**src/rtl/tcc_regs.vh**
```
// register offsets, field positions and timing counts for the transmit channel controller
`ifndef TCC_REGS_VH
`define TCC_REGS_VH
`define TCC_OFF_CONFIG      8'h30
`define TCC_OFF_STATUS      8'h31
`define TCC_OFF_ADDR_CTRL   8'h32
`define TCC_OFF_DATA_BUF    8'h33
`define TCC_BIT_PCC_EN      0
`define TCC_BIT_IND_EN      1
`define TCC_BIT_BUSY        7
`define TCC_BIT_RNW         7
`define TCC_RST_BYTE        8'h00
`define TCC_TBL_FIRST       7'h01
`define TCC_TBL_LAST        7'h48
`define TCC_TBL_DEPTH       72
`define TCC_CHANNELS        24
`define TCC_IDLE_BASE       7'h19
`define TCC_SIG_BASE        7'h31
`define TCC_ACCESS_NS       640
`define TCC_CLK_NS          8
`define TCC_ACCESS_CYC      (`TCC_ACCESS_NS / `TCC_CLK_NS)
`define TCC_ACCESS_USED     8'h04
`endif

```
**src/rtl/tcc_table.v**
```verilog
// 72-byte per-channel table, flip-flop storage with one write and one read port
`timescale 1ns/1ns
`default_nettype none
`include "tcc_regs.vh"
module tcc_table (
   input  wire        ref_clk_i,
   input  wire        rst_n_i,
   input  wire        wr_en_i,
   input  wire [6:0]  wr_idx_i,
   input  wire [7:0]  wr_data_i,
   input  wire [6:0]  rd_idx_i,
   output reg  [7:0]  rd_data_o,
   output wire [575:0] flat_o
);
   genvar g;
   generate
      for (g = 0; g < `TCC_TBL_DEPTH; g = g + 1) begin : g_ent
         reg [7:0] ent_r;
         always @(posedge ref_clk_i) begin
            if (!rst_n_i) begin
               ent_r <= `TCC_RST_BYTE;
            end else if (wr_en_i && {25'd0, wr_idx_i} == g) begin
               ent_r <= wr_data_i;
            end
         end
         assign flat_o[g*8 +: 8] = ent_r;
      end
   endgenerate

   always @(posedge ref_clk_i) begin
      if (!rst_n_i) begin
         rd_data_o <= `TCC_RST_BYTE;
      end else if (rd_idx_i < `TCC_TBL_DEPTH) begin
         rd_data_o <= flat_o[rd_idx_i*8 +: 8];
      end else begin
         rd_data_o <= `TCC_RST_BYTE;
      end
   end
endmodule
`default_nettype wire

```
**src/rtl/tcc_chan_out.v**
```verilog
// selects one channel's three bytes for the basic transmitter, gated by the enable
`timescale 1ns/1ns
`default_nettype none
`include "tcc_regs.vh"
module tcc_chan_out (
   input  wire         ref_clk_i,
   input  wire         rst_n_i,
   input  wire         pcc_en_i,
   input  wire [4:0]   chan_i,
   input  wire [575:0] flat_i,
   output reg  [7:0]   pcm_ctrl_o,
   output reg  [7:0]   idle_code_o,
   output reg  [7:0]   sig_ctrl_o
);
   wire [6:0] ch = {2'b00, chan_i};
   always @(posedge ref_clk_i) begin
      if (!rst_n_i || !pcc_en_i || chan_i >= `TCC_CHANNELS) begin
         pcm_ctrl_o  <= `TCC_RST_BYTE;
         idle_code_o <= `TCC_RST_BYTE;
         sig_ctrl_o  <= `TCC_RST_BYTE;
      end else begin
         pcm_ctrl_o  <= flat_i[ch*8 +: 8];
         idle_code_o <= flat_i[(ch + 7'd24)*8 +: 8];
         sig_ctrl_o  <= flat_i[(ch + 7'd48)*8 +: 8];
      end
   end
endmodule
`default_nettype wire

```
**src/rtl/tcc_indirect.v**
```verilog
// transmit channel controller indirect access port on an avalon-mm slave
`timescale 1ns/1ns
`default_nettype none
`include "tcc_regs.vh"
module tcc_indirect (
   input  wire        ref_clk_i,
   input  wire        rst_n_i,
   input  wire [7:0]  avs_address,
   input  wire        avs_read,
   input  wire        avs_write,
   input  wire [31:0] avs_writedata,
   input  wire [3:0]  avs_byteenable,
   output reg  [31:0] avs_readdata,
   output reg         avs_waitrequest,
   output reg  [1:0]  avs_response,
   input  wire [4:0]  chan_sel_i,
   output wire [7:0]  pcm_ctrl_o,
   output wire [7:0]  idle_code_o,
   output wire [7:0]  sig_ctrl_o,
   output reg         busy_o
);
   localparam ST_IDLE = 2'b00;
   localparam ST_RUN  = 2'b01;
   localparam ST_DONE = 2'b10;
   localparam RSP_OK  = 2'b00;
   localparam RSP_ERR = 2'b11;

   reg  [1:0] state_r;
   reg  [1:0] state_nxt;
   reg  [7:0] cnt_r;
   reg        pcc_en_r;
   reg        ind_en_r;
   reg  [7:0] addr_ctrl_r;
   reg  [7:0] data_buf_r;
   reg        ack_r;
   reg        busy_nxt;
   reg        pcc_en_nxt;
   reg        ind_en_nxt;
   reg  [7:0] addr_ctrl_nxt;
   reg  [7:0] data_buf_nxt;
   reg        ack_nxt;
   reg        wait_nxt;
   reg  [1:0] resp_nxt;
   reg [31:0] rdata_nxt;
   reg [31:0] rd_word;
   reg        hit_cfg;
   reg        hit_sts;
   reg        hit_adr;
   reg        hit_dat;
   reg        start;
   wire [7:0] tbl_rd;
   wire [575:0] flat;

   // byte address = offset * 4
   wire [7:0] reg_idx  = {2'b00, avs_address[7:2]};
   wire       req      = (avs_read | avs_write) & ~ack_r;
   wire       wr_lane  = avs_byteenable[0];
   wire       mapped   = hit_cfg | hit_sts | hit_adr | hit_dat;
   wire       do_wr    = req & avs_write & wr_lane;
   wire       acc_idle = state_r == ST_IDLE;
   wire [6:0] new_a    = avs_writedata[6:0];
   wire       valid_a  = new_a >= `TCC_TBL_FIRST && new_a <= `TCC_TBL_LAST;
   wire       is_rd    = addr_ctrl_r[`TCC_BIT_RNW];
   // table index 0 = internal address 01H
   wire [6:0] tbl_idx  = addr_ctrl_r[6:0] - 7'd1;
   wire       tbl_we   = (state_r == ST_DONE) & ~is_rd;
   wire       rd_land  = (state_r == ST_DONE) & is_rd;
   wire       wr_cfg   = do_wr & hit_cfg;
   wire       wr_adr   = do_wr & hit_adr & acc_idle;
   wire       wr_dat   = do_wr & hit_dat & acc_idle;

   // direct register decode
   always @* begin
      hit_cfg = 1'b0;
      hit_sts = 1'b0;
      hit_adr = 1'b0;
      hit_dat = 1'b0;
      case (reg_idx)
         `TCC_OFF_CONFIG: begin
            hit_cfg = 1'b1;
         end
         `TCC_OFF_STATUS: begin
            hit_sts = 1'b1;
         end
         `TCC_OFF_ADDR_CTRL: begin
            hit_adr = 1'b1;
         end
         `TCC_OFF_DATA_BUF: begin
            hit_dat = 1'b1;
         end
         default: begin
            hit_cfg = 1'b0;
         end
      endcase
   end

   // start refused while disabled, off the table or while an access runs
   always @* begin
      start = 1'b0;
      if (wr_adr && ind_en_r && valid_a) begin
         start = 1'b1;
      end
   end

   tcc_table u_table (
      .ref_clk_i (ref_clk_i),
      .rst_n_i   (rst_n_i),
      .wr_en_i   (tbl_we),
      .wr_idx_i  (tbl_idx),
      .wr_data_i (data_buf_r),
      .rd_idx_i  (tbl_idx),
      .rd_data_o (tbl_rd),
      .flat_o    (flat)
   );

   wire [4:0] chan_idx = chan_sel_i;
   tcc_chan_out u_out (
      .ref_clk_i   (ref_clk_i),
      .rst_n_i     (rst_n_i),
      .pcc_en_i    (pcc_en_r),
      .chan_i      (chan_idx),
      .flat_i      (flat),
      .pcm_ctrl_o  (pcm_ctrl_o),
      .idle_code_o (idle_code_o),
      .sig_ctrl_o  (sig_ctrl_o)
   );

   // access sequencer: a few cycles, well inside the time limit
   always @* begin
      state_nxt = state_r;
      case (state_r)
         ST_IDLE: begin
            if (start) begin
               state_nxt = ST_RUN;
            end
         end
         ST_RUN: begin
            if (cnt_r == `TCC_ACCESS_USED - 8'h01) begin
               state_nxt = ST_DONE;
            end
         end
         ST_DONE: begin
            state_nxt = ST_IDLE;
         end
         default: begin
            state_nxt = ST_IDLE;
         end
      endcase
   end

   always @(posedge ref_clk_i) begin
      if (!rst_n_i) begin
         state_r <= ST_IDLE;
         cnt_r   <= 8'h00;
      end else begin
         state_r <= state_nxt;
         if (state_r == ST_RUN) begin
            cnt_r <= cnt_r + 8'h01;
         end else begin
            cnt_r <= 8'h00;
         end
      end
   end

   // busy set by the starting write, cleared when the sequencer returns to idle
   always @* begin
      busy_nxt = busy_o;
      if (start) begin
         busy_nxt = 1'b1;
      end else if (state_r == ST_DONE) begin
         busy_nxt = 1'b0;
      end
   end

   always @(posedge ref_clk_i) begin
      if (!rst_n_i) begin
         busy_o <= 1'b0;
      end else begin
         busy_o <= busy_nxt;
      end
   end

   // next values of the direct registers
   always @* begin
      pcc_en_nxt    = pcc_en_r;
      ind_en_nxt    = ind_en_r;
      addr_ctrl_nxt = addr_ctrl_r;
      data_buf_nxt  = data_buf_r;
      if (wr_cfg) begin
         pcc_en_nxt = avs_writedata[`TCC_BIT_PCC_EN];
         ind_en_nxt = avs_writedata[`TCC_BIT_IND_EN];
      end
      // address/control is held steady while an access runs
      if (wr_adr) begin
         addr_ctrl_nxt = avs_writedata[7:0];
      end
      // a read result at completion wins over a buffer write
      if (rd_land) begin
         data_buf_nxt = tbl_rd;
      end else if (wr_dat) begin
         data_buf_nxt = avs_writedata[7:0];
      end
   end

   always @(posedge ref_clk_i) begin
      if (!rst_n_i) begin
         pcc_en_r    <= 1'b0;
         ind_en_r    <= 1'b0;
         addr_ctrl_r <= `TCC_RST_BYTE;
         data_buf_r  <= `TCC_RST_BYTE;
      end else begin
         pcc_en_r    <= pcc_en_nxt;
         ind_en_r    <= ind_en_nxt;
         addr_ctrl_r <= addr_ctrl_nxt;
         data_buf_r  <= data_buf_nxt;
      end
   end

   // read word for the direct registers, upper bits always zero
   always @* begin
      rd_word = 32'h00000000;
      case (reg_idx)
         `TCC_OFF_CONFIG: begin
            rd_word[`TCC_BIT_IND_EN] = ind_en_r;
            rd_word[`TCC_BIT_PCC_EN] = pcc_en_r;
         end
         `TCC_OFF_STATUS: begin
            rd_word[`TCC_BIT_BUSY] = busy_o;
         end
         `TCC_OFF_ADDR_CTRL: begin
            rd_word[7:0] = addr_ctrl_r;
         end
         `TCC_OFF_DATA_BUF: begin
            rd_word[7:0] = data_buf_r;
         end
         default: begin
            rd_word = 32'h00000000;
         end
      endcase
   end

   // one wait cycle, then acknowledge for a single cycle
   always @* begin
      ack_nxt   = 1'b0;
      wait_nxt  = 1'b1;
      resp_nxt  = RSP_OK;
      rdata_nxt = avs_readdata;
      if (req) begin
         ack_nxt  = 1'b1;
         wait_nxt = 1'b0;
         if (!mapped) begin
            resp_nxt = RSP_ERR;
         end
         if (avs_read) begin
            rdata_nxt = rd_word;
         end
      end
   end

   always @(posedge ref_clk_i) begin
      if (!rst_n_i) begin
         ack_r           <= 1'b0;
         avs_waitrequest <= 1'b1;
         avs_readdata    <= 32'h00000000;
         avs_response    <= RSP_OK;
      end else begin
         ack_r           <= ack_nxt;
         avs_waitrequest <= wait_nxt;
         avs_readdata    <= rdata_nxt;
         avs_response    <= resp_nxt;
      end
   end
endmodule
`default_nettype wire

```
**config.mk**
```make
export PLATFORM = sky130hd
export DESIGN_NAME = tcc_indirect
export DESIGN_NICKNAME = d
export VERILOG_FILES = /design/src/rtl/tcc_table.v /design/src/rtl/tcc_chan_out.v /design/src/rtl/tcc_indirect.v
export VERILOG_INCLUDE_DIRS = /design/src /design/src/rtl
export SDC_FILE = /design/constraint.sdc
export NUM_CORES = 2
export LEC_CHECK = 0
export BUFFER_PORTS_ARGS = -buffer_cell sky130_fd_sc_hd__buf_4
export CAP_MARGIN = 40
export CELL_PAD_IN_SITES_DETAIL_PLACEMENT = 1
export CELL_PAD_IN_SITES_GLOBAL_PLACEMENT = 2
export CORE_UTILIZATION = 38
export DETAILED_ROUTE_END_ITERATION = 10
export GPL_TIMING_DRIVEN = 0
export PLACE_DENSITY = 0.87
export SETUP_SLACK_MARGIN = 0.2
export SLEW_MARGIN = 30
export SYNTH_ARGS = -nofsm -noshare
export SYNTH_HDL_FRONTEND = slang
export SYNTH_SLANG_ARGS = --single-unit
export TNS_END_PERCENT = 50
```
**constraint.sdc**
```tcl
create_clock -name ref_clk_i -period 3.4 [get_ports ref_clk_i]
set_input_delay 0.68 -clock ref_clk_i [delete_from_list [all_inputs] [get_ports ref_clk_i]]
set_output_delay 0.68 -clock ref_clk_i [all_outputs]
set_load 0.05 [all_outputs]
```
Yosys cells after proc, flatten, opt, wreduce, memory -nomap -nowiden
Index checks and enable logic that the tools add are counted.
W data, S select, Z words.
Cells by class
  add/sub/neg operators: 4
  magnitude comparators: 4
  eq/ne operators: 80
  shift operators: 4
  mux-type cells: 18
  bitwise operators: 16
  reductions and logical operators: 88
Operator list (number)
  $shiftx A576 B33 Y8: 2
  $shiftx A576 B11 Y8: 1
  $shiftx A576 B9 Y8: 1
  $eq A7 B6 Y1 const B: 32
  $eq A7 B5 Y1 const B: 16
  $logic_and A1 B1 Y1: 75
  $eq A7 B4 Y1 const B: 8
  $eq A7 B7 Y1 const B: 8
  $eq A7 B3 Y1 const B: 4
  $eq A6 B6 Y1 const B: 4
  $mux W8: 2
  $eq A7 B2 Y1 const B: 2
  $and A1 B1 Y1: 10
  $pmux W5 S2: 1
  $reduce_and A2 Y1: 5
  $mux W1: 9
  $add A8 B1 Y8 const B: 1
  $eq A8 B2 Y1 const B: 1
  $add A5 B6 Y7 const B: 1
  $eq A7 B1 Y1 const B: 1
  $ge A7 B1 Y1 const B: 1
  $le A7 B7 Y1 const B: 1
  $logic_not A7 Y1: 1
  $lt A7 B7 Y1 const B: 1
  other kinds (16): 26
Storage, ports and cells
  register bits after elaboration: 649
  bits of input ports: 53
  output and inout port bits: 60
  logic and storage cells: 301

Longest topological paths before layout
  depth after elaboration: 11
  gate-level depth with buffers: 14
  depth with buffers taken out: 8

By module
From an unflattened synthesis, not the netlist that was laid out.
Unflattened totals
  cell total of the unflattened synthesis: 3579
  area, all modules: 34563.1 sq um
By module, submodules not included
  tcc_table: times used 1, cells each 2953, area each 27236.1 sq um, seq. area each 11691.2 sq um
  tcc_chan_out: times used 1, cells each 401, area each 5196.2 sq um, seq. area each 480.5 sq um
  tcc_indirect: times used 1, cells each 225, area each 2130.8 sq um, seq. area each 800.8 sq um

Least setup slack after synthesis
No wires, ideal clock.
  path type: register -> register
  start: register addr_ctrl_r[0]
  end: register u_table.rd_data_o[2]
  arrival time: 3.555 ns
  data required time: 3.273 ns
  slack: -0.282 ns
  stages on the path, launching flop included: 15
  path buffers: 7
  cell sequence: dfxtp_1 buf_2 buf_2 buf_4 clkinv_1 ha_1 buf_2 buf_2 clkbuf_1 clkbuf_1 mux4_2 nand2_1 nand3_1 o2111ai_1 nand3_1
On the way
  cells in the longest elaborated chain, start to end: 3
  elaborated cells on any way between the ends: 4
Ends and longest elaborated chain
  start: declaration: line tcc_indirect.v:33  | reg [7:0] addr_ctrl_r;
  start signal: assignment: line tcc_indirect.v:209  | addr_ctrl_r <= `TCC_RST_BYTE;
  start signal: assignment: line tcc_indirect.v:214  | addr_ctrl_r <= addr_ctrl_nxt;
  $sub A7 B1 Y7 (*): line tcc_indirect.v:65  | wire [6:0] tbl_idx = addr_ctrl_r[6:0] - 7'd1;
  parallel branches: the longest is 2 deep, another holds $shiftx A576 B11 Y8
  end signal: assignment: line tcc_table.v:32  | rd_data_o <= `TCC_RST_BYTE;
  end signal: assignment: line tcc_table.v:34  | rd_data_o <= flat_o[rd_idx_i*8 +: 8];
  end signal: assignment: line tcc_table.v:36  | rd_data_o <= `TCC_RST_BYTE;
  end: declaration: line tcc_table.v:12  | output reg [7:0] rd_data_o,
Mark *: on every way between the ends.
A chain may end at the register's enable or synchronous reset.

Worst setup path in the final report
  start: register addr_ctrl_r[0]
  end: register u_table.rd_data_o[7]
Same word-level chain as after synthesis.

==> run_results.csv <==
group,metric,value,unit
run_status,status,"completed",
timing,slew_viol_final,0,
placed_design,place_inst,4502,
worst_setup_path,reg2reg_to,"u_table.rd_data_o[7]",
pwr,p_leak,14.43,nW
worst_setup_path,slowest_stage,"o41a_1",
detailed_routing,dr_wl_met2,67440,µm
detailed_routing,drc,0,
worst_setup_path,max_stage_delay,560,ps
placed_design,dp_hpwl,115100,µm
global_route,grt_use_total,0.3542,
layout,mostFrequentLayoutCells,"dfxtp_1 (646), nor2_1 (463), mux2i_1 (405)",
hold_path,min_path_cells,3,
timing,max_freq,0.3001,GHz
clocking,cts_sinks,648,
placed_design,port_buffers,55,
hold_path,hold_class,"primary input to flop",
clocking,path_clk_slew,60,ps
floorplanning,die_h,297.7,µm
flow_run,drv_cap,0,
detailed_routing,avgRoutedWirePerCell,34.19,µm
timing,tightest_slew,968.0,ps
yosys,ys_ff_latch,648,
floorplanning,pin_count,113,
layout,area_delta_synth_final,21.66,%
clocking,tritoncts,"yes",
worst_setup_path,crit_path_frequent_cell,"buf_4",
floorplanning,die_w,297.7,µm
layout,final_cells,4714,
yosys,ys.flop_type,"dfxtp_1",
yosys,ys_warn_count,0,
yosys,synth_edf_count,0,
worst_setup_path,worst-path-stages,8,
timing,rsz0062_at_grt,"yes",
detailed_routing,vias,30480,
detailed_routing,drtPass1Iterations,5,
layout,final_common_cell,"dfxtp_1",
timing,timing.final.crit_share,0.9800,
worst_setup_path,path_cells,"buf_12 > buf_4 > buf_4 > buf_6 > mux4_2 > a221oi_2 > o21ai_1 > o41a_1",
timing,finClkSkew,36.89,ps
pwr,combinationalPowerShare,0.043,
timing,setup_tns,0,ps
worst_setup_path,r2r-start,"addr_ctrl_r[0]",
floorplanning,start_util,0.3835,
timing,finalHoldViolCount,0,
pwr,internal_power,12.67,mW
clocking,clockBufferDepth,3,
yosys,ys_types,67,
worst_setup_path,path_class,"flop to flop",
hold_path,min_to,"avs_response[0]",
pwr,p_per_area,414.2,mW/mm²
layout,final_core_util,0.4665,
detailed_routing,first_iter_violations,4010,
detailed_routing,met1_length,59960,µm
clocking,holdBufCountCts,0,
detailed_routing,drtAntennaViolNets,0,
yosys,synthCells,3227,
pwr,p_sw,4.072,mW
layout,nets,3553,
global_route,antenna_found_initial,15,
clocking,clock_latency,650,ps
placed_design,gp_congestion,1.040,
worst_setup_path,rrSetupSlack,70,ps
worst_setup_path,cp-end-kind,"flop",
global_route,grt_pass1_vias,29630,
pwr,swShare,0.2433,
timing,slew_headroom,0.3546,
detailed_routing,wl,161200,µm
worst_setup_path,crit_path_start_kind,"flop",
detailed_routing,dr_wl_met3,19220,µm
worst_setup_path,crit_required,3860,ps
yosys,synthArstFlopShare,0,
detailed_routing,vias_per_cell,6.465,
timing,finalSetupViolCount,0,
pwr,clkPwrFrac,0.503,
floorplanning,core,0.08662,mm²
placed_design,preCtsSetupSlack,-2144,ps
pwr,irDropWorstVdd,0.3954,mV
timing,fin_crit,3332,ps
worst_setup_path,crit_family,"buffers and inverters",
clocking,htreeDepth,3,
floorplanning,die_area,0.08860,mm²
global_route,grt_max_degree,13,
yosys,ys_seq_area_frac,0.3906,
floorplanning,core.rowCount,108,
global_route,grt_first_pass_wirelength,224300,µm
worst_setup_path,crit_buf_inv,4,
yosys,syn_area_per_cell,10.29,µm²
timing,setup_slack,68.08,ps
hold_path,hold_start,"avs_address[5]",
detailed_routing,top_layer,"met5",
layout,drive_gt1_frac,0.2530,
layout,fill_cells,9410,
clocking,cts_buffers,75,
clocking,cts_root_buffer,"clkbuf_16",
global_route,grt_overflow,0,
worst_setup_path,reg2regPathDepth,8,
pwr,sequentialPowerShare,0.454,
worst_setup_path,crit_fanout,10,
worst_setup_path,worstPathArrival,3800,ps
yosys,syn_area,0.03322,mm²
==> Yosys cell counts (all sizes together) (18+ instances only) <==
cell type / instances / area share
nand3: 46 / 0.0069
mux4: 305 / 0.21
buf: 122 / 0.020
o21ai: 208 / 0.031
a211oi: 18 / 0.0072
nor2: 490 / 0.055
nand2: 306 / 0.035
a22oi: 50 / 0.011
mux2: 29 / 0.0098
a21oi: 218 / 0.033
mux2i: 410 / 0.12
nor3: 20 / 0.0057
clkbuf: 205 / 0.023
dfxtp: 648 / 0.39
==> registers in the layout, summed over array words and instances (netlist names), 2 cells and up <==
| signal | flops |
|---|---|
| u_out.pcm_ctrl_o | 8 |
| cnt_r | 8 |
| state_r | 2 |
| u_table.g_ent.ent_r | 576 |
| addr_ctrl_r | 8 |
| u_out.idle_code_o | 8 |
| u_out.sig_ctrl_o | 8 |
| u_table.rd_data_o | 8 |
| avs_readdata | 8 |
| data_buf_r | 8 |
==> power by group through the flow <==
stage	clock, mW	sequential (mW)	combinational [mW]
after detailed placement	0	7.76	0.674
after global routing	8.73	7.59	0.728
after floorplan	0	7.77	0.389
final	8.42	7.60	0.723
after global placement	0	7.76	0.660
after CTS	8.42	7.60	0.686
==> logic make-up after synthesis <==
logic type / count (synthesis) / synth area share
other cells: 1 / 0.0001129
flops: 648 / 0.3906
fa+ha+maj: 6 / 0.002260
xor+xnor: 12 / 0.003164
mux: 744 / 0.3402
compound gates: 555 / 0.1039
simple gates: 924 / 0.1156
buf+inv: 337 / 0.04430
==> worst max-delay path by stage <==
stage                              start                    endpoint  slack (ps)
after floorplan           addr_ctrl_r[0]  u_table.g_ent[47].ent_r[7]         210
after global placement    addr_ctrl_r[0]        u_table.rd_data_o[2]       -3000
after detailed placement  addr_ctrl_r[0]        u_table.rd_data_o[2]       -2140
after CTS                 addr_ctrl_r[0]        u_table.rd_data_o[2]         190
after global routing      addr_ctrl_r[1]  u_table.g_ent[70].ent_r[5]         120
final                     addr_ctrl_r[0]        u_table.rd_data_o[7]          70
==> what timing repair did <==
item,CTS,global route
resized for setup,229,90
cloned,2,1
setup buffers,40,23
pin swaps,29,12
setup endpoints to repair,608,290
==> through the flow <==
step	instance area, µm²	power (mW)	hold WS [ps]
3_5_place_dp	35790	8.439	479.6
5_1_grt	40400	17.05	332.8
6_report	40410	16.74	307.7
3_3_place_gp	35210	8.424	461.8
2_1_floorplan	33350	8.160	437.7
4_1_cts	39800	16.70	298.9
==> routing by layer <==
metal / GRT usage / vias up
li1: - / 12270
met1: 0.4433 / 15430
met2: 0.5157 / 2131
met3: 0.1073 / 642
met4: 0.2601 / 14
met5: 0 / -
==> worst reg2reg max path: stages, from the launching register on <==
cell and delay (ps):
dfxtp_4 390, buf_12 130, buf_4 340, buf_4 480
buf_6 380, mux4_2 390, a221oi_2 310, o21ai_1 160
o41a_1 560
==> layout make-up <==
| class | instances | area [µm²] | share of cell area |
|---|---|---|---|
| clock inverters | 16 | 192.7 | 0.004768 |
| flip-flops and latches | 648 | 12980 | 0.3212 |
| plain buffers | 325 | 2018 | 0.04994 |
| well taps | 1155 | 1445 | 0.03576 |
| clock buffers | 120 | 2308 | 0.05713 |
| diodes | 6 | 15.01 | 0.0003716 |
| repair buffers | 169 | 1826 | 0.04518 |
| multi-input cells | 2265 | 19560 | 0.4840 |
| inverters | 10 | 67.56 | 0.001672 |
Power figures use the tool's default switching activity.
